<file path="config.mk">
export PLATFORM = sky130hd
export DESIGN_NAME = csia_core
export DESIGN_NICKNAME = d
export VERILOG_FILES = /design/src/csia_pkg.sv /design/src/csia_stk_if.sv /design/src/csia_core.sv /design/src/csia_stack.sv /design/src/csia_shadow.sv
export SDC_FILE = /design/constraint.sdc
export NUM_CORES = 1
export LEC_CHECK = 0
export CORE_MARGIN = 2
export CORE_UTILIZATION = 58
export DETAILED_ROUTE_END_ITERATION = 6
export DONT_BUFFER_PORTS = 1
export GPL_TIMING_DRIVEN = 0
export PLACE_DENSITY = 0.76
export SLEW_MARGIN = 25
export SYNTH_ARGS = -nofsm -noshare
export SYNTH_HDL_FRONTEND = slang
export SYNTH_SLANG_ARGS = --single-unit
</file>
<file path="constraint.sdc">
create_clock -name clk_i -period 8.4 [get_ports clk_i]
set_input_delay 0.84 -clock clk_i [delete_from_list [all_inputs] [get_ports clk_i]]
set_output_delay 0.84 -clock clk_i [all_outputs]
set_load 0.05 [all_outputs]
</file>
<file path="src/csia_pkg.sv">
package csia_pkg;
   // ==================================================
   // Core register offsets, mirrored in every bank
   localparam logic [6:0] CSIA_OFS_INDIRECT_PORT_0 = 7'h00;
   localparam logic [6:0] CSIA_OFS_INDIRECT_PORT_1 = 7'h01;
   localparam logic [6:0] CSIA_OFS_PROGRAM_COUNTER_LOW = 7'h02;
   localparam logic [6:0] CSIA_OFS_STATUS_FLAGS = 7'h03;
   localparam logic [6:0] CSIA_OFS_POINTER0_LOW = 7'h04;
   localparam logic [6:0] CSIA_OFS_POINTER0_HIGH = 7'h05;
   localparam logic [6:0] CSIA_OFS_POINTER1_LOW = 7'h06;
   localparam logic [6:0] CSIA_OFS_POINTER1_HIGH = 7'h07;
   localparam logic [6:0] CSIA_OFS_BANK_SELECT = 7'h08;
   localparam logic [6:0] CSIA_OFS_WORKING_ACCUMULATOR = 7'h09;
   localparam logic [6:0] CSIA_OFS_PROGRAM_COUNTER_LATCH_HIGH = 7'h0a;
   localparam logic [6:0] CSIA_OFS_INTERRUPT_CONTROL = 7'h0b;
   localparam logic [6:0] CSIA_OFS_CORE_LAST = 7'h0b;
   // ==================================================
   // Bank layout
   localparam int CSIA_NUM_BANKS = 8;
   localparam logic [7:0] CSIA_BANK_STRIDE = 8'h80;
   localparam logic [6:0] CSIA_GPR_FIRST = 7'h20;
   localparam logic [6:0] CSIA_GPR_LAST = 7'h6f;
   localparam logic [7:0] CSIA_GPR_BYTES = 8'h50;
   // Linear window of general-purpose RAM in pointer space
   localparam logic [15:0] CSIA_LINEAR_BASE = 16'h2000;
   localparam logic [15:0] CSIA_LINEAR_END = 16'h2280;
   // Pointer values at or above this reach program memory
   localparam logic [15:0] CSIA_PROG_BASE = 16'h8000;
   // ==================================================
   // Stack and instruction set
   localparam int CSIA_STACK_DEPTH = 16;
   localparam int CSIA_STACK_WIDTH = 15;
   localparam int CSIA_NUM_INSTR = 49;
   // ==================================================
   // AXI register map (byte addresses)
   localparam logic [7:0] CSIA_AXI_CTRL = 8'h00;
   localparam logic [7:0] CSIA_AXI_STAT = 8'h04;
   localparam logic [7:0] CSIA_AXI_PTR0 = 8'h08;
   localparam logic [7:0] CSIA_AXI_PTR1 = 8'h0c;
   localparam logic [7:0] CSIA_AXI_BANK = 8'h10;
   localparam logic [7:0] CSIA_AXI_SHADOW = 8'h14;
   // Control bits
   localparam int CSIA_CTRL_STKRST_BIT = 0;
   // Status bits in the power control register image
   localparam int CSIA_STAT_OVF_BIT = 7;
   localparam int CSIA_STAT_UNF_BIT = 6;
   // Reset values
   localparam logic [7:0] CSIA_RST_BYTE = 8'h00;
   localparam logic [14:0] CSIA_RST_PC = 15'h0000;
   localparam logic [1:0] CSIA_RESP_OKAY = 2'b00;
   localparam logic [1:0] CSIA_RESP_SLVERR = 2'b10;
   // Shadowed context
   typedef struct packed {
      logic [7:0] status;
      logic [7:0] acc;
      logic [7:0] bank;
      logic [7:0] pc_latch;
      logic [15:0] ptr0;
      logic [15:0] ptr1;
   } csia_ctx_s;
endpackage : csia_pkg

</file>
<file path="src/csia_stk_if.sv">
`timescale 1ns/1ps
// Push and pop requests between the core and the return stack
interface csia_stk_if;
   logic push;
   logic pop;
   logic [14:0] wdata;
   logic [14:0] top;
   logic ovf;
   logic unf;
   modport core (output push, output pop, output wdata,
      input top, input ovf, input unf);
   modport stack (input push, input pop, input wdata,
      output top, output ovf, output unf);
endinterface : csia_stk_if

</file>
<file path="src/csia_core.sv">
`timescale 1ns/1ps
// Functional notes
// RULE1 - A sixteen-entry, fifteen-bit return stack holds return addresses.
// RULE2 - Push when full sets overflow; pop when empty sets underflow.
// RULE3 - With stack-error reset enabled, either error pulses soft reset.
// RULE4 - Two 16-bit pointers reach data and program memory in one space.
// RULE5 - A port read through a pointer into program memory adds a cycle.
// RULE6 - Pointers address general-purpose RAM linearly across banks.
// RULE7 - Eight banks 80h apart mirror core registers at offsets 0 to 0Bh. The code keeps writes at 03h to 0Ah only.
// RULE8 - Interrupt entry saves context; return restores it automatically.
// RULE9 - The decoder served has forty-nine instructions.
// RULE10 - Direct address is bank select joined with a 7-bit offset.
module csia_core
   import csia_pkg::*;
(
   // Clock and reset
   input wire logic clk_i,
   input wire logic nrst_i,
   // Core execute requests
   input wire logic call_i,
   input wire logic ret_i,
   input wire logic [14:0] ret_addr_i,
   input wire logic int_entry_i,
   input wire logic int_return_i,
   input wire logic dir_we_i,
   input wire logic [6:0] dir_ofs_i,
   input wire logic [7:0] dir_wdata_i,
   input wire logic ind_rd_i,
   input wire logic ind_sel_i,
   input wire logic [5:0] opcode_idx_i,
   // Memory side
   input wire logic [7:0] mem_rdata_i,
   input wire logic [7:0] prog_rdata_i,
   // Core results
   output logic [14:0] ret_top_o,
   output logic [9:0] data_addr_o,
   output logic [14:0] prog_addr_o,
   output logic ind_is_prog_o,
   output logic stall_o,
   output logic [7:0] ind_rdata_o,
   output logic ind_valid_o,
   output logic soft_reset_o,
   output logic opcode_ok_o,
   // AXI4-Lite slave
   input wire logic [7:0] s_axi_awaddr,
   input wire logic s_axi_awvalid,
   output logic s_axi_awready,
   input wire logic [31:0] s_axi_wdata,
   input wire logic [3:0] s_axi_wstrb,
   input wire logic s_axi_wvalid,
   output logic s_axi_wready,
   output logic [1:0] s_axi_bresp,
   output logic s_axi_bvalid,
   input wire logic s_axi_bready,
   input wire logic [7:0] s_axi_araddr,
   input wire logic s_axi_arvalid,
   output logic s_axi_arready,
   output logic [31:0] s_axi_rdata,
   output logic [1:0] s_axi_rresp,
   output logic s_axi_rvalid,
   input wire logic s_axi_rready
);
   typedef enum logic [1:0] {
      CSIA_IDLE = 2'b00,
      CSIA_FETCH = 2'b01
   } csia_ind_e;

   // ==================================================
   // State
   csia_ctx_s ctx_q, ctx_d, saved;
   logic ovf_q, ovf_d, unf_q, unf_d;
   logic stkrst_q, stkrst_d;
   logic srst_q, srst_d;
   csia_ind_e ist_q, ist_d;
   logic [7:0] ird_q, ird_d;
   logic ivld_q, ivld_d;
   logic aw_q, aw_d, w_q, w_d, bv_q, bv_d, rv_q, rv_d;
   logic [7:0] awa_q, awa_d;
   logic [31:0] wd_q, wd_d, rd_q, rd_d;
   logic [1:0] br_q, br_d, rr_q, rr_d;
   logic [15:0] iptr;
   logic [14:0] lin_off;
   logic sw_wr, sw_clr_ovf, sw_clr_unf;
   logic [31:0] rd_mux;
   logic rd_ok;

   csia_stk_if stk();

   // ==================================================
   // Return stack and shadow
   assign stk.push = call_i | int_entry_i;
   assign stk.pop = ret_i | int_return_i;
   assign stk.wdata = ret_addr_i; // RULE1

   csia_stack #(.DEPTH(CSIA_STACK_DEPTH), .WIDTH(CSIA_STACK_WIDTH))
   u_stack (
      .clk_i(clk_i),
      .nrst_i(nrst_i),
      .stk(stk.stack)
   );

   csia_shadow u_shadow (
      .clk_i(clk_i),
      .nrst_i(nrst_i),
      .save_i(int_entry_i),
      .live_i(ctx_q),
      .saved_o(saved)
   );

   assign ret_top_o = stk.top;

   // ==================================================
   // Address forming
   assign iptr = ind_sel_i ? ctx_q.ptr1 : ctx_q.ptr0;
   assign lin_off = iptr[14:0] - CSIA_LINEAR_BASE[14:0];
   always_comb begin
      data_addr_o = {ctx_q.bank[2:0], dir_ofs_i}; // RULE10
      if (ind_rd_i) begin
         if (iptr >= CSIA_LINEAR_BASE && iptr < CSIA_LINEAR_END) begin
            // RULE6
            data_addr_o = 10'({lin_off / 15'(CSIA_GPR_BYTES), 7'h00})
               + 10'(CSIA_GPR_FIRST)
               + 10'(lin_off % 15'(CSIA_GPR_BYTES));
         end else begin
            data_addr_o = iptr[9:0]; // RULE4
         end
      end
   end
   assign ind_is_prog_o = iptr >= CSIA_PROG_BASE; // RULE4
   assign prog_addr_o = iptr[14:0];
   assign opcode_ok_o = opcode_idx_i < 6'(CSIA_NUM_INSTR); // RULE9

   // ==================================================
   // Indirect read sequencer; program reads take one extra cycle
   always_comb begin
      ist_d = ist_q;
      ird_d = ird_q;
      ivld_d = 1'b0;
      stall_o = 1'b0;
      case (ist_q)
         CSIA_IDLE: begin
            if (ind_rd_i && ind_is_prog_o) begin
               ist_d = CSIA_FETCH; // RULE5
               stall_o = 1'b1; // RULE5
            end else if (ind_rd_i) begin
               ird_d = mem_rdata_i;
               ivld_d = 1'b1;
            end
         end
         CSIA_FETCH: begin
            ird_d = prog_rdata_i; // RULE5
            ivld_d = 1'b1;
            ist_d = CSIA_IDLE;
         end
         default: ist_d = CSIA_IDLE;
      endcase
   end
   assign ind_rdata_o = ird_q;
   assign ind_valid_o = ivld_q;

   // ==================================================
   // Core registers: one physical copy per offset 03h to 0Ah, any bank
   always_comb begin
      ctx_d = ctx_q;
      if (int_return_i) begin
         ctx_d = saved; // RULE8
      end else if (dir_we_i && dir_ofs_i <= CSIA_OFS_CORE_LAST) begin
         case (dir_ofs_i) // RULE7
            CSIA_OFS_STATUS_FLAGS: ctx_d.status = dir_wdata_i;
            CSIA_OFS_POINTER0_LOW: ctx_d.ptr0[7:0] = dir_wdata_i;
            CSIA_OFS_POINTER0_HIGH: ctx_d.ptr0[15:8] = dir_wdata_i;
            CSIA_OFS_POINTER1_LOW: ctx_d.ptr1[7:0] = dir_wdata_i;
            CSIA_OFS_POINTER1_HIGH: ctx_d.ptr1[15:8] = dir_wdata_i;
            CSIA_OFS_BANK_SELECT: ctx_d.bank = dir_wdata_i;
            CSIA_OFS_WORKING_ACCUMULATOR: ctx_d.acc = dir_wdata_i;
            CSIA_OFS_PROGRAM_COUNTER_LATCH_HIGH: ctx_d.pc_latch = dir_wdata_i;
            default: ctx_d = ctx_q;
         endcase
      end
      if (sw_wr && awa_q == CSIA_AXI_PTR0) begin
         ctx_d.ptr0 = wd_q[15:0];
      end
      if (sw_wr && awa_q == CSIA_AXI_PTR1) begin
         ctx_d.ptr1 = wd_q[15:0];
      end
      if (sw_wr && awa_q == CSIA_AXI_BANK) begin
         ctx_d.bank = {5'h00, wd_q[2:0]};
      end
   end

   // ==================================================
   // Stack error flags: a new event wins over a clear
   assign sw_clr_ovf = sw_wr && awa_q == CSIA_AXI_STAT
      && wd_q[CSIA_STAT_OVF_BIT];
   assign sw_clr_unf = sw_wr && awa_q == CSIA_AXI_STAT
      && wd_q[CSIA_STAT_UNF_BIT];
   always_comb begin
      ovf_d = stk.ovf | (ovf_q & ~sw_clr_ovf); // RULE2
      unf_d = stk.unf | (unf_q & ~sw_clr_unf); // RULE2
      stkrst_d = stkrst_q;
      if (sw_wr && awa_q == CSIA_AXI_CTRL) begin
         stkrst_d = wd_q[CSIA_CTRL_STKRST_BIT];
      end
      srst_d = stkrst_q & (stk.ovf | stk.unf); // RULE3
   end
   assign soft_reset_o = srst_q;

   // ==================================================
   // AXI4-Lite: address and data taken in either order
   assign s_axi_awready = !aw_q && !bv_q;
   assign s_axi_wready = !w_q && !bv_q;
   assign s_axi_arready = !rv_q;
   assign sw_wr = aw_q && w_q && !bv_q;
   always_comb begin
      rd_ok = 1'b1;
      case (s_axi_araddr)
         CSIA_AXI_CTRL: rd_mux = {31'h0, stkrst_q};
         CSIA_AXI_STAT: rd_mux = {24'h0, ovf_q, unf_q, 6'h00};
         CSIA_AXI_PTR0: rd_mux = {16'h0, ctx_q.ptr0};
         CSIA_AXI_PTR1: rd_mux = {16'h0, ctx_q.ptr1};
         CSIA_AXI_BANK: rd_mux = {24'h0, ctx_q.bank};
         CSIA_AXI_SHADOW: rd_mux = {8'h0, saved.status, saved.acc,
            saved.bank};
         default: begin
            rd_mux = 32'h0;
            rd_ok = 1'b0;
         end
      endcase
   end
   always_comb begin
      aw_d = aw_q;
      w_d = w_q;
      bv_d = bv_q;
      awa_d = awa_q;
      wd_d = wd_q;
      br_d = br_q;
      rv_d = rv_q;
      rd_d = rd_q;
      rr_d = rr_q;
      if (s_axi_awvalid && s_axi_awready) begin
         aw_d = 1'b1;
         awa_d = s_axi_awaddr;
      end
      if (s_axi_wvalid && s_axi_wready) begin
         w_d = 1'b1;
         wd_d = s_axi_wdata;
      end
      if (sw_wr) begin
         aw_d = 1'b0;
         w_d = 1'b0;
         bv_d = 1'b1;
         br_d = (awa_q <= CSIA_AXI_BANK && awa_q[1:0] == 2'b00)
            ? CSIA_RESP_OKAY : CSIA_RESP_SLVERR;
      end
      if (bv_q && s_axi_bready) begin
         bv_d = 1'b0;
      end
      if (s_axi_arvalid && s_axi_arready) begin
         rv_d = 1'b1;
         rd_d = rd_mux;
         rr_d = rd_ok ? CSIA_RESP_OKAY : CSIA_RESP_SLVERR;
      end else if (rv_q && s_axi_rready) begin
         rv_d = 1'b0;
      end
   end
   assign s_axi_bvalid = bv_q;
   assign s_axi_bresp = br_q;
   assign s_axi_rvalid = rv_q;
   assign s_axi_rdata = rd_q;
   assign s_axi_rresp = rr_q;

   // ==================================================
   // Registers
   always_ff @(posedge clk_i or negedge nrst_i) begin
      if (!nrst_i) begin
         ctx_q <= '0;
         ovf_q <= 1'b0;
         unf_q <= 1'b0;
         stkrst_q <= 1'b0;
         srst_q <= 1'b0;
         ist_q <= CSIA_IDLE;
         ird_q <= CSIA_RST_BYTE;
         ivld_q <= 1'b0;
         aw_q <= 1'b0;
         w_q <= 1'b0;
         bv_q <= 1'b0;
         rv_q <= 1'b0;
         awa_q <= 8'h00;
         wd_q <= 32'h0;
         rd_q <= 32'h0;
         br_q <= CSIA_RESP_OKAY;
         rr_q <= CSIA_RESP_OKAY;
      end else begin
         ctx_q <= ctx_d;
         ovf_q <= ovf_d;
         unf_q <= unf_d;
         stkrst_q <= stkrst_d;
         srst_q <= srst_d;
         ist_q <= ist_d;
         ird_q <= ird_d;
         ivld_q <= ivld_d;
         aw_q <= aw_d;
         w_q <= w_d;
         bv_q <= bv_d;
         rv_q <= rv_d;
         awa_q <= awa_d;
         wd_q <= wd_d;
         rd_q <= rd_d;
         br_q <= br_d;
         rr_q <= rr_d;
      end
   end
endmodule : csia_core

</file>
<file path="src/csia_stack.sv">
`timescale 1ns/1ps
// ==================================================
// Return stack with overflow and underflow detection
module csia_stack
   import csia_pkg::*;
#(
   parameter int DEPTH = CSIA_STACK_DEPTH,
   parameter int WIDTH = CSIA_STACK_WIDTH
) (
   // Clock and reset
   input wire logic clk_i,
   input wire logic nrst_i,
   // Core side
   csia_stk_if.stack stk
);
   localparam int PW = $clog2(DEPTH);
   logic [WIDTH-1:0] mem_q [DEPTH];
   logic [PW:0] cnt_q, cnt_d;
   logic [PW-1:0] wr_idx;
   logic ovf_ev, unf_ev;

   // Overflow on a push when full, underflow on a pop when empty
   always_comb begin
      cnt_d = cnt_q;
      ovf_ev = 1'b0;
      unf_ev = 1'b0;
      wr_idx = cnt_q[PW-1:0];
      if (stk.push && !stk.pop) begin
         if (cnt_q == (PW+1)'(DEPTH)) begin
            ovf_ev = 1'b1; // RULE2
         end else begin
            cnt_d = cnt_q + 1'b1;
         end
      end else if (stk.pop && !stk.push) begin
         if (cnt_q == '0) begin
            unf_ev = 1'b1; // RULE2
         end else begin
            cnt_d = cnt_q - 1'b1;
         end
      end
   end

   // Storage; a full push drops the word rather than wrapping
   always_ff @(posedge clk_i or negedge nrst_i) begin
      if (!nrst_i) begin
         cnt_q <= '0;
      end else begin
         cnt_q <= cnt_d;
      end
   end

   genvar g;
   for (g = 0; g < DEPTH; g++) begin : g_ent
      always_ff @(posedge clk_i or negedge nrst_i) begin
         if (!nrst_i) begin
            mem_q[g] <= '0;
         end else if (stk.push && !stk.pop
               && cnt_q != (PW+1)'(DEPTH) && wr_idx == PW'(g)) begin
            mem_q[g] <= stk.wdata; // RULE1
         end
      end
   end

   assign stk.top = (cnt_q == '0) ? '0 : mem_q[PW'(cnt_q - 1'b1)];
   assign stk.ovf = ovf_ev;
   assign stk.unf = unf_ev;
endmodule : csia_stack

</file>
<file path="src/csia_shadow.sv">
`timescale 1ns/1ps
// ==================================================
// Shadow copy of core context taken on interrupt entry
module csia_shadow
   import csia_pkg::*;
(
   // Clock and reset
   input wire logic clk_i,
   input wire logic nrst_i,
   // Control
   input wire logic save_i,
   input wire csia_ctx_s live_i,
   // Saved context
   output csia_ctx_s saved_o
);
   csia_ctx_s sh_q, sh_d;

   // Capture only on entry; return just reads the copy
   always_comb begin
      sh_d = sh_q;
      if (save_i) begin
         sh_d = live_i; // RULE8
      end
   end

   always_ff @(posedge clk_i or negedge nrst_i) begin
      if (!nrst_i) begin
         sh_q <= '0;
      end else begin
         sh_q <= sh_d;
      end
   end

   assign saved_o = sh_q;
endmodule : csia_shadow

</file>
==> run_results.csv, run 1 <==
group,metric,value,unit
clocking,clk_transition_reported_paths,60,ps
yosys,number_of_synthesized_flops_with_an_enable_pin,0,
setup_path,setup.worst_path.class,"input port to output port",
routing,remaining_drc_errors,0,
power,p_int,5.89,mW
power,p_total,10.1,mW
floorplan,die_height,198,microns
yosys,number_of_warnings_printed_during_yosys_synthesis,0,
final_layout,most_common_cell_after_layout_fill_and_taps_aside,"sky130_fd_sc_hd__dfrtp_1",
yosys,syn-cell-area,0.0218,sq mm
yosys,post_synth_num_cell_types,90,
power,ir_drop,0.209,mV
final_layout,regArea,0.0106,sq mm
timing,post-route-min-period,8740,ps
timing,final_min_period_over_clock_period,104,%
yosys,post_synthesis_mean_instance_area,11.7,sq um
setup_path,cp.buffers_inverters,10,
worst_hold_path,hold_class,"input port to asynchronous set/reset pin",
place,routabilityCongestion,0.930,
timing,maxSlewHeadroom,26.3,%
routing,avgViaCountPerCell,6.56,
timing,setup_repair_after_global_routing_missed_its_margin,"yes",
floorplan,design.portCount,212,
floorplan,row_count,70,
clocking,cts.path.max_buffers,3,
place,dpl_worst_slack,-949,ps
final_layout,layout-drive-gt1-share,33.2,%
global_routing,grt_start_max_net_pins,426,
clocking,cts_tree,"built",
setup_path,longest_individual_stage_delay_on_the_worst_path,410,ps
setup_path,worst_setup_path_end_kind,"output port",
yosys,seq_area_frac_synth,48.9,%
setup_path,dominant_delay_contributor_by_cell_family_on_the_critical_path,"compound AO/OA/AOI/OAI gates",
global_routing,grt_pass1_wl,94.7,mm
timing,setup_violations,2,
run_status,outcome,"finished, violations left",
run_status,violations,"negative setup slack",
clocking,tritoncts_sinks,425,
power,netSwitchingPower,4.17,mW
final_layout,num-fill-cells,2679,
final_layout,finalNetCount,2097,
yosys,ys_async_sr_fraction,100,%
clocking,cts-root-buf,"sky130_fd_sc_hd__clkbuf_16",
timing,fmax,0.114,GHz
yosys,syn_inst,1856,
final_layout,most-common-layout-cells,"425 x sky130_fd_sc_hd__dfrtp_1, 332 x sky130_fd_sc_hd__mux2_2, 133 x sky130_fd_sc_hd__nand2_1, 110 x sky130_fd_sc_hd__clkbuf_1, 103 x sky130_fd_sc_hd__o21ai_0",
timing,post-route-worst-setup-slack,-342,ps
power,power.switching_fraction,41.5,%
setup_path,worst_ep_required_time,7560,ps
power,pwr-share-clk,18.9,%
place,hpwlAfterDp,42.0,mm
floorplan,initial_utilization,59.2,%
yosys,dominantRegCellSynth,"sky130_fd_sc_hd__dfrtp_1",
timing,finalClockSkew,42.9,ps
yosys,synth.ff_latch_count,425,
setup_path,critical-path-slowest-cell,"sky130_fd_sc_hd__a311oi_2",
global_routing,antenna_found_initial,5,
clocking,latest_clock_arrival_within_the_worst_skew_pair,600,ps
setup_path,worst-path-max-fanout,6,
floorplan,total_die_area,0.0391,sq mm
global_routing,grt_pass1_vias,16895,
routing,initialDrtViolationCount,1327,
power,p_per_area,401,mW/mm^2
routing,final_antenna_net_count,0,
timing,final_hold_viol_count,0,
timing,worst-slew-pin-transition,1100,ps
floorplan,die_span_in_x,198,microns
routing,average_routed_wire_per_standard_cell,24.9,microns
setup_path,worst-endpoint-arrival,7900,ps
routing,dr.pass1.iters,6,
global_routing,overflow,0,
power,combinationalPowerShare,50.1,%
setup_path,critPathLaunchType,"input port",
floorplan,core_area,0.0368,sq mm
flow_run,drv.max_cap_violation_count,0,
place,numPortBuffers,0,
routing,totalWireLength,61.4,mm
final_layout,synthToLayoutAreaGrowth,15.3,%
clocking,cts_buffers,45,
clocking,htree_levels,2,
routing,routed-via-count,16214,
power,power.sequential.fraction,31.0,%
timing,final-max-slew-violation-count,0,
power,power_leakage,11.0,nW
global_routing,gr-usage-all-layers,31.3,%
final_layout,total_area_of_multi_input_combinational_cells,0.0112,sq mm
what timing repair did:
item,4_1_cts,5_1_grt
gates resized for setup,54,54
endpoints found under the setup margin,5,5
hold endpoints to repair,400,67
setup buffers,36,17
pin swaps,35,17
registers in the layout (all words and copies together), names as in the netlist:
name / flops
ind_valid_o: 1
ind_rdata_o: 8
soft_reset_o: 1
awa_q: 8
s_axi_bvalid: 1
u_stack.cnt_q: 5
unf_q: 1
s_axi_rvalid: 1
wd_q: 16
stkrst_q: 1
aw_q: 1
u_stack.mem_q: 240
ovf_q: 1
s_axi_rresp: 1
w_q: 1
ctx_q: 56
u_shadow.saved_o: 56
ist_q: 1
s_axi_bresp: 1
s_axi_rdata: 24
cell usage after synthesis, types with 6 or more instances:
library cell                 n  area, sq um
sky130_fd_sc_hd__a21o_1      9         67.6
sky130_fd_sc_hd__buf_4      13         97.6
sky130_fd_sc_hd__o21ai_0   107          536
sky130_fd_sc_hd__buf_2       6         30.0
sky130_fd_sc_hd__xnor2_1     9         78.8
sky130_fd_sc_hd__clkbuf_1  107          402
sky130_fd_sc_hd__nor2b_1    30          188
sky130_fd_sc_hd__inv_1      25         93.8
sky130_fd_sc_hd__nor3_1     21          105
sky130_fd_sc_hd__a21oi_1   107          536
sky130_fd_sc_hd__a211oi_1   37          278
sky130_fd_sc_hd__mux2i_1    57          571
sky130_fd_sc_hd__or4_1       6         45.0
sky130_fd_sc_hd__nand4_1     7         43.8
sky130_fd_sc_hd__buf_1      10         37.5
sky130_fd_sc_hd__mux2_2    333         3750
sky130_fd_sc_hd__and2_1      8         50.1
sky130_fd_sc_hd__and3_1      9         56.3
sky130_fd_sc_hd__a31oi_1    11         68.8
sky130_fd_sc_hd__a221oi_1   11         96.3
sky130_fd_sc_hd__mux4_2     60         1350
sky130_fd_sc_hd__o211ai_1   12         90.1
sky130_fd_sc_hd__xor2_1      6         52.6
sky130_fd_sc_hd__o22ai_1     7         43.8
sky130_fd_sc_hd__nor4_1      7         43.8
sky130_fd_sc_hd__nor2_1     98          368
sky130_fd_sc_hd__a222oi_1    8         80.1
sky130_fd_sc_hd__o21ai_1     6         30.0
sky130_fd_sc_hd__dfrtp_1   425        10600
sky130_fd_sc_hd__ha_1        9          113
sky130_fd_sc_hd__or3_1       6         37.5
sky130_fd_sc_hd__nand3_1    35          175
sky130_fd_sc_hd__nand2_1   136          510
power by group through the flow:
| stage | Combinational (mW) | Sequential [mW] | Clock [mW] |
|---|---|---|---|
| 6_report | 5.04 | 3.12 | 1.90 |
| 5_1_grt | 5.36 | 3.19 | 2.00 |
| 4_1_cts | 4.70 | 3.11 | 1.92 |
| 3_5_place_dp | 4.34 | 3.14 | 0 |
| 3_3_place_gp | 4.14 | 3.08 | 0 |
| 2_1_floorplan | 3.43 | 2.99 | 0 |
area by class of cell:
type                       count  area share (%)
antenna                        4          0.0399
buffer                       136            2.65
clock buffer                  66            5.20
clock inverter                 9           0.354
inverter                      27           0.439
multi-input combinational   1275            44.4
sequential                   425            42.4
tap                          468            2.33
timing repair buffer          60            2.20
worst register-to-register path, delay by kind of cell, from the launching register on:
kind | cells | cell delay (ps)
adders and majority gates | 1 | 340
DFF | 1 | 380
and+or+nand+nor | 1 | 50
xor gates and xnor gates | 1 | 190
AOI/OAI and AO/OA | 1 | 140
buffers and inverters | 7 | 3970
stage by stage:
| step | util, % | cell area [sq um] | setup TNS (ps) | hold WS [ps] | std cells |
|---|---|---|---|---|---|
| detailed placement | 61.6 | 22700 | -3450 | 488 | 2335 |
| finish | 68.2 | 25100 | -532 | 97.0 | 2470 |
| CTS | 66.9 | 24600 | -240 | -61.7 | 2445 |
| floorplan | - | 22000 | -0.643 | 466 | 1865 |
| global route | 68.2 | 25100 | -1240 | 104 | 2468 |
| global placement | 61.3 | 22600 | -3520 | 481 | 2333 |
final timing paths:
path | start | endpoint | slack, ps | depth (start not counted)
setup / recovery | ind_sel_i | data_addr_o[7] | -340 | 34
hold / removal | nrst_i | u_stack.mem_q[35] | 100 | 1
setup reg to reg | u_stack.cnt_q[0] | u_stack.cnt_q[1] | 3240 | 11
hold reg to reg | u_stack.mem_q[155] | u_stack.mem_q[155] | 500 | 1
max in group asynchronous | nrst_i | ind_rdata_o[6] | 7380 | 1
min in group clk_i | s_axi_rready | s_axi_rvalid | 360 | 1
kinds of logic (layout without fill, tap and decap cells):
family	Yosys count	after routing	synth area share, %
AOI/OAI and AO/OA	392	392	11.6
other	1	14	0.0172
buffers and inverters	165	298	3.17
DFF	425	425	48.9
xor gates and xnor gates	15	15	0.604
adders and majority gates	11	11	0.615
muxes	454	454	26.4
and+or+nand+nor	393	393	8.74
layer usage:
layer | vias to the layer above | wire (microns) | GRT usage (%)
met2 | 676 | 30900 | 54.0
met5 | - | 0 | 0
li1 | 7083 | - | -
met3 | 174 | 4170 | 5.50
met4 | 0 | 2460 | 12.9
met1 | 8281 | 23900 | 39.3
(Power assumes the default switching activity.)
==> inputs of run 2 (changes only) <==
--- a/config.mk
+++ b/config.mk
@@ -5,12 +5,14 @@
 export SDC_FILE = /design/constraint.sdc
 export NUM_CORES = 1
 export LEC_CHECK = 0
+export CELL_PAD_IN_SITES_DETAIL_PLACEMENT = 2
+export CELL_PAD_IN_SITES_GLOBAL_PLACEMENT = 2
 export CORE_MARGIN = 2
-export CORE_UTILIZATION = 58
+export CORE_UTILIZATION = 39
 export DETAILED_ROUTE_END_ITERATION = 6
 export DONT_BUFFER_PORTS = 1
 export GPL_TIMING_DRIVEN = 0
-export PLACE_DENSITY = 0.76
+export PLACE_DENSITY_LB_ADDON = 0.1
 export SLEW_MARGIN = 25
 export SYNTH_ARGS = -nofsm -noshare
 export SYNTH_HDL_FRONTEND = slang
==> run_results.csv, run 2 (same netlist as run 1, synthesis figures left out) <==
group,metric,value,unit
place,routabilityCongestion,0.862,
global_routing,grt_pass1_vias,18036,
floorplan,design.portCount,212,
final_layout,num-fill-cells,5479,
routing,routed-via-count,16045,
floorplan,die_height,240,microns
setup_path,worst_path_most_repeated_cell,"sky130_fd_sc_hd__buf_12",
run_status,outcome,"finished, violations left",
setup_path,critPathLaunchType,"input port",
timing,maxSlewHeadroom,27.2,%
timing,setup_repair_after_global_routing_missed_its_margin,"yes",
final_layout,registers.top_by_ff_count,"u_stack.mem_q",
setup_path,worst_ep_required_time,7560,ps
setup_path,setup.worst_path.class,"input port to output port",
clocking,cts_buffers,50,
routing,totalWireLength,74.0,mm
clocking,latest_clock_arrival_within_the_worst_skew_pair,610,ps
clocking,cts_tree,"built",
setup_path,longest_individual_stage_delay_on_the_worst_path,610,ps
floorplan,initial_utilization,39.5,%
floorplan,core_area,0.0551,sq mm
global_routing,grt_start_max_net_pins,426,
flow_run,drv.max_cap_violation_count,0,
setup_path,worst-path-max-fanout,6,
routing,remaining_drc_errors,0,
routing,final_antenna_net_count,0,
floorplan,row_count,86,
power,p_per_area,407,mW/mm^2
final_layout,most-common-layout-cells,"425 x sky130_fd_sc_hd__dfrtp_1, 332 x sky130_fd_sc_hd__mux2_2, 134 x sky130_fd_sc_hd__nand2_1, 106 x sky130_fd_sc_hd__clkbuf_1, 105 x sky130_fd_sc_hd__o21ai_0",
final_layout,synthToLayoutAreaGrowth,17.6,%
timing,post-route-worst-setup-slack,-429,ps
final_layout,finalNetCount,2094,
place,hpwlAfterDp,52.3,mm
floorplan,total_die_area,0.0577,sq mm
timing,worst-slew-pin-transition,1090,ps
routing,average_routed_wire_per_standard_cell,26.8,microns
power,power_leakage,11.1,nW
floorplan,die_span_in_x,240,microns
routing,dr.pass1.iters,5,
clocking,cts-root-buf,"sky130_fd_sc_hd__clkbuf_16",
timing,fmax,0.113,GHz
timing,final-max-slew-violation-count,0,
setup_path,worst_setup_path_end_kind,"output port",
worst_hold_path,hold_class,"input port to asynchronous set/reset pin",
run_status,violations,"negative setup slack",
global_routing,overflow,0,
final_layout,utilization,46.5,%
routing,initialDrtViolationCount,757,
timing,final_hold_viol_count,0,
setup_path,dominant_delay_contributor_by_cell_family_on_the_critical_path,"simple AND/OR/NAND/NOR gates",
final_layout,post_layout_nonfiller_instances,2757,
routing,avgViaCountPerCell,5.82,
global_routing,gr-usage-all-layers,25.9,%
setup_path,worst-endpoint-arrival,7990,ps
clocking,tritoncts_sinks,425,
final_layout,most_common_cell_after_layout_fill_and_taps_aside,"sky130_fd_sc_hd__dfrtp_1",
timing,setup_violations,3,
global_routing,antenna_found_initial,5,
setup_path,critical-path-slowest-cell,"sky130_fd_sc_hd__or4b_4",
place,numPortBuffers,0,
clocking,htree_levels,2,
clocking,cts.path.max_buffers,3,
timing,post-route-min-period,8830,ps
power,ir_drop,0.209,mV
setup_path,cp.buffers_inverters,9,
place,number_of_placed_cells_counting_well_taps,2615,
timing,final_min_period_over_clock_period,105,%
final_layout,layout-drive-gt1-share,33.3,%
clocking,clk_transition_reported_paths,60,ps
global_routing,grt_pass1_wl,113,mm
timing,finalClockSkew,38.8,ps
final_layout,largest_register_ff_count,240,
[run 2: changes by cell type in the layout (fill, tap and decap cells not counted), sizes merged]
cell	previous run	this run
diode	4	2
bufinv	0	1
buf	90	82
clkbuf	172	182
clkinv	8	15
clkinvlp	1	0
[run 2: path summary, 6_finish.rpt]
check	end	start	cells past startpoint	slack (ps)
setup / recovery	data_addr_o[7]	ind_sel_i	34	-430
hold / removal	u_stack.cnt_q[2]	nrst_i	1	60
setup reg to reg	u_stack.cnt_q[1]	u_stack.cnt_q[0]	11	3100
hold reg to reg	u_stack.mem_q[34]	u_stack.mem_q[34]	1	500
max in group asynchronous	u_stack.mem_q[76]	nrst_i	1	7240
min in group clk_i	s_axi_rvalid	s_axi_rready	1	330
[run 2: power breakdown]
part	switching, mW	internal [mW]	leakage, nW	total, mW
combinational	2.97	2.10	4.80	5.07
clock	0.911	1.30	0.846	2.21
sequential	0.485	2.67	5.49	3.15
[run 2: metal layers]
| metal | routed length [microns] | GRT usage [%] | vias up |
|---|---|---|---|
| met3 | 2490 | 3.97 | 114 |
| met2 | 39500 | 47.5 | 227 |
| met4 | 1960 | 7.10 | 6 |
| met1 | 30000 | 31.3 | 8621 |
| met5 | 37 | 0 | - |
| li1 | - | - | 7077 |
[run 2: cell type report]
type	instances	area, sq um	area share, %
multi-input combinational	1275	11100	43.4
tap	748	936	3.66
sequential	425	10600	41.5
buffer	136	658	2.57
inverter	27	106	0.415
timing repair buffer	52	480	1.88
clock inverter	16	130	0.508
antenna	2	5.00	0.0195
clock buffer	76	1550	6.05
[run 2: what timing repair did]
| item | in CTS | in global routing |
|---|---|---|
| endpoints found under the setup margin | 6 | 5 |
| gates resized for setup | 73 | 10 |
| pin swaps | 36 | 2 |
| endpoints found under the hold margin | 355 | 205 |
| setup buffers | 43 | 3 |
[run 2: per-stage QoR]
step	hold WS, ps	cell area, sq um	setup slack, ps	total power, mW	setup TNS, ps
finish	60.0	25600	-429	10.4	-823
global route	42.8	25600	-739	11.0	-2100
CTS	-84.6	25400	-329	10.4	-591
detailed placement	490	23000	-1360	7.71	-5650
global placement	481	22900	-1160	7.39	-4470
floorplan	466	22000	-0.643	6.42	-0.643
==> inputs of run 3 (changes only) <==
--- a/config.mk
+++ b/config.mk
@@ -5,10 +5,11 @@
 export SDC_FILE = /design/constraint.sdc
 export NUM_CORES = 1
 export LEC_CHECK = 0
+export ABC_AREA = 1
 export CELL_PAD_IN_SITES_DETAIL_PLACEMENT = 2
 export CELL_PAD_IN_SITES_GLOBAL_PLACEMENT = 2
 export CORE_MARGIN = 2
-export CORE_UTILIZATION = 39
+export CORE_UTILIZATION = 35
 export DETAILED_ROUTE_END_ITERATION = 6
 export DONT_BUFFER_PORTS = 1
 export GPL_TIMING_DRIVEN = 0
==> constraint.sdc (replaced) <==
create_clock -name clk_i -period 8.4 [get_ports clk_i]
set_input_delay 0.84 -clock clk_i [delete_from_list [all_inputs] [get_ports clk_i]]
set_output_delay 0.84 -clock clk_i [all_outputs]
set_load 0.02 [all_outputs]
==> run_results.csv, run 3 <==
group,metric,value,unit
clocking,cts_tree,"built",
yosys,post-synth-top-count-cell,"sky130_fd_sc_hd__nand2_1",
routing,remaining_drc_errors,0,
yosys,post_synthesis_mean_instance_area,8.08,sq um
setup_path,worst_setup_path_end_kind,"output port",
place,numPortBuffers,0,
power,p_per_area,487,mW/mm^2
clocking,tritoncts_sinks,425,
timing,fmax,0.125,GHz
global_routing,grt_start_max_net_pins,426,
timing,final_min_period_over_clock_period,95.1,%
routing,initialDrtViolationCount,1135,
setup_path,regToRegStartpoint,"u_stack.cnt_q[0]",
run_status,violations,"negative hold slack",
global_routing,gr-usage-all-layers,29.2,%
timing,finalClockSkew,22.6,ps
global_routing,grt_pass1_vias,21905,
timing,timing.hold.ws,-72.1,ps
routing,dr.pass1.iters,7,
timing,worst-slew-pin-transition,1330,ps
place,hpwlAfterDp,67.0,mm
setup_path,crit_path_start,"ctx_q[29]",
clocking,latest_clock_arrival_within_the_worst_skew_pair,620,ps
timing,post-route-min-period,7990,ps
yosys,yosys-top-cells-count,"657 x sky130_fd_sc_hd__nand2_1, 432 x sky130_fd_sc_hd__o21ai_0, 425 x sky130_fd_sc_hd__dfrtp_1, 207 x sky130_fd_sc_hd__inv_1, 181 x sky130_fd_sc_hd__a21oi_1",
final_layout,finalNetCount,2837,
timing,final_hold_viol_count,74,
final_layout,largest_register_ff_count,240,
clocking,htree_levels,2,
setup_path,worst_ep_required_time,7560,ps
setup_path,critical-path-slowest-cell,"sky130_fd_sc_hd__dfrtp_1",
final_layout,layout-drive-gt1-share,9.52,%
flow_run,drv.max_cap_violation_count,0,
routing,final_antenna_net_count,0,
worst_hold_path,hold_class,"input port to asynchronous set/reset pin",
floorplan,die_span_in_x,251,microns
yosys,area_share_of_the_largest_cell_type_after_synthesis,49.9,%
power,p_total,11.8,mW
timing,setup_repair_after_global_routing_missed_its_margin,"yes",
final_layout,num-fill-cells,6841,
floorplan,initial_utilization,35.4,%
clocking,clk_transition_reported_paths,60,ps
power,power_leakage,10.9,nW
yosys,number_of_warnings_printed_during_yosys_synthesis,0,
final_layout,most-common-layout-cells,"646 x sky130_fd_sc_hd__nand2_1, 429 x sky130_fd_sc_hd__o21ai_0, 425 x sky130_fd_sc_hd__dfrtp_1, 201 x sky130_fd_sc_hd__inv_1, 178 x sky130_fd_sc_hd__a21oi_1",
floorplan,total_die_area,0.0629,sq mm
yosys,ys_top_cells_by_area,"sky130_fd_sc_hd__dfrtp_1 50%, sky130_fd_sc_hd__nand2_1 12%, sky130_fd_sc_hd__o21ai_0 10%",
place,routabilityCongestion,0.872,
floorplan,design.portCount,212,
yosys,ys_async_sr_fraction,100,%
timing,setup_violations,0,
power,ir_drop,0.369,mV
place,number_of_placed_cells_counting_well_taps,3428,
setup_path,worst-endpoint-arrival,7150,ps
yosys,post_synth_num_cell_types,53,
final_layout,registers.top_by_ff_count,"u_stack.mem_q",
final_layout,post_layout_nonfiller_instances,3537,
yosys,syn_inst,2637,
global_routing,grt_pass1_wl,139,mm
global_routing,antenna_found_initial,4,
yosys,synth.ff_latch_count,425,
clocking,cts-root-buf,"sky130_fd_sc_hd__clkbuf_16",
global_routing,overflow,0,
yosys,dominantRegCellSynth,"sky130_fd_sc_hd__dfrtp_1",
routing,totalWireLength,92.2,mm
run_status,outcome,"finished, violations left",
routing,avgViaCountPerCell,5.60,
final_layout,most_common_cell_after_layout_fill_and_taps_aside,"sky130_fd_sc_hd__nand2_1",
floorplan,die_height,251,microns
timing,final-max-slew-violation-count,0,
setup_path,critPathLaunchType,"flop",
setup_path,longest_individual_stage_delay_on_the_worst_path,340,ps
floorplan,core_area,0.0602,sq mm
yosys,number_of_synthesized_flops_with_an_enable_pin,0,
setup_path,setup.worst_path.class,"flop to output port",
clocking,cts_buffers,51,
routing,average_routed_wire_per_standard_cell,26.1,microns
setup_path,worst-path-max-fanout,8,
clocking,cts.path.max_buffers,3,
final_layout,synthToLayoutAreaGrowth,14.2,%
yosys,seq_area_frac_synth,49.9,%
timing,maxSlewHeadroom,11.3,%
floorplan,row_count,90,
yosys,syn-cell-area,0.0213,sq mm
yosys,synth_area_leader_cell,"sky130_fd_sc_hd__dfrtp_1",
setup_path,worst_path_most_repeated_cell,"sky130_fd_sc_hd__nand2_2",
routing,routed-via-count,19823,
run 3: cell count changes in the layout (fill, tap and decap cells not counted), moves of 48 or more:
| cell | before | now |
|---|---|---|
| sky130_fd_sc_hd__nand2_1 | 134 | 646 |
| sky130_fd_sc_hd__o21ai_0 | 105 | 429 |
| sky130_fd_sc_hd__mux2_2 | 332 | 22 |
| sky130_fd_sc_hd__inv_1 | 21 | 201 |
| sky130_fd_sc_hd__a21oi_1 | 100 | 178 |
| sky130_fd_sc_hd__mux4_2 | 60 | 0 |
| sky130_fd_sc_hd__clkbuf_1 | 106 | 160 |
| sky130_fd_sc_hd__nand3_1 | 30 | 78 |
run 3: report_power, final:
group	switching, mW	internal, mW	leakage (nW)
sequential	0.449	2.69	5.40
combinational	4.45	1.95	4.69
clock	0.965	1.34	0.856
total	5.87	5.98	10.9
run 3: worst max-delay path, delay by kind of cell, from the launching register on:
family / cells / cell delay, ps
buffers and inverters: 4 / 400
AOI/OAI and AO/OA: 4 / 1000
and+or+nand+nor: 36 / 4270
DFF: 1 / 340
adders and majority gates: 2 / 490
run 3: cell type report:
| type | instances | area [sq um] | area share, % |
|---|---|---|---|
| Sequential cell | 425 | 10600 | 43.7 |
| Clock buffer | 70 | 1460 | 5.99 |
| Multi-Input combinational cell | 1817 | 9330 | 38.3 |
| Inverter | 227 | 855 | 3.51 |
| Timing Repair Buffer | 11 | 82.6 | 0.339 |
| Buffer | 177 | 721 | 2.96 |
| Tap cell | 782 | 978 | 4.02 |
| Clock inverter | 26 | 288 | 1.18 |
| Antenna cell | 2 | 5.00 | 0.0206 |
run 3: worst paths after layout:
check,to,slack (ps),depth (start not counted)
worst max-delay path,data_addr_o[9],410,46
max in group asynchronous,s_axi_bvalid,7390,0
worst min register to register,u_stack.mem_q[82],490,2
worst min-delay path,s_axi_rdata[11],-70,0
worst max register to register,u_stack.cnt_q[1],4270,11
min in group clk_i,s_axi_rvalid,330,1
run 3: through the flow:
step           utilization (%)  TNS, ps  setup WS (ps)  instance area (sq um)  hold slack (ps)
3_3_place_gp              37.1        0           22.8                  22300              457
3_5_place_dp              37.1     -357           -231                  22300              473
6_report                  40.4        0            410                  24300            -72.1
2_1_floorplan                -        0           1280                  21400              448
5_1_grt                   40.4     -431           -210                  24300            -96.5
4_1_cts                   40.1        0           64.0                  24100             -107
run 3: layer usage:
layer / GRT usage [%] / vias to the layer above / wire, microns
met5: 0 / - / 27
met4: 12.3 / 4 / 3940
met3: 4.18 / 167 / 3860
met2: 52.9 / 436 / 47700
met1: 34.5 / 10271 / 36600
li1: - / 8945 / -
run 3: cell families (layout without fill, tap and decap cells):
| group | Yosys count | count (layout) | share of synthesized area [%] |
|---|---|---|---|
| xor+xnor | 14 | 14 | 0.610 |
| simple gates | 1005 | 1005 | 20.7 |
| mux | 30 | 30 | 1.54 |
| flops | 425 | 425 | 49.9 |
| buf+inv | 404 | 511 | 7.39 |
| other cells | 1 | 12 | 0.0176 |
| fa+ha+maj | 9 | 9 | 0.528 |
| compound gates | 749 | 749 | 19.3 |
run 3: timing repair:
action / 4_1_cts / 5_1_grt
resized for setup: 11 / 32
hold endpoints to repair: 425 / 379
setup buffers: 1 / 10
pin swaps: 3 / 14
endpoints found under the setup margin: 4 / 5
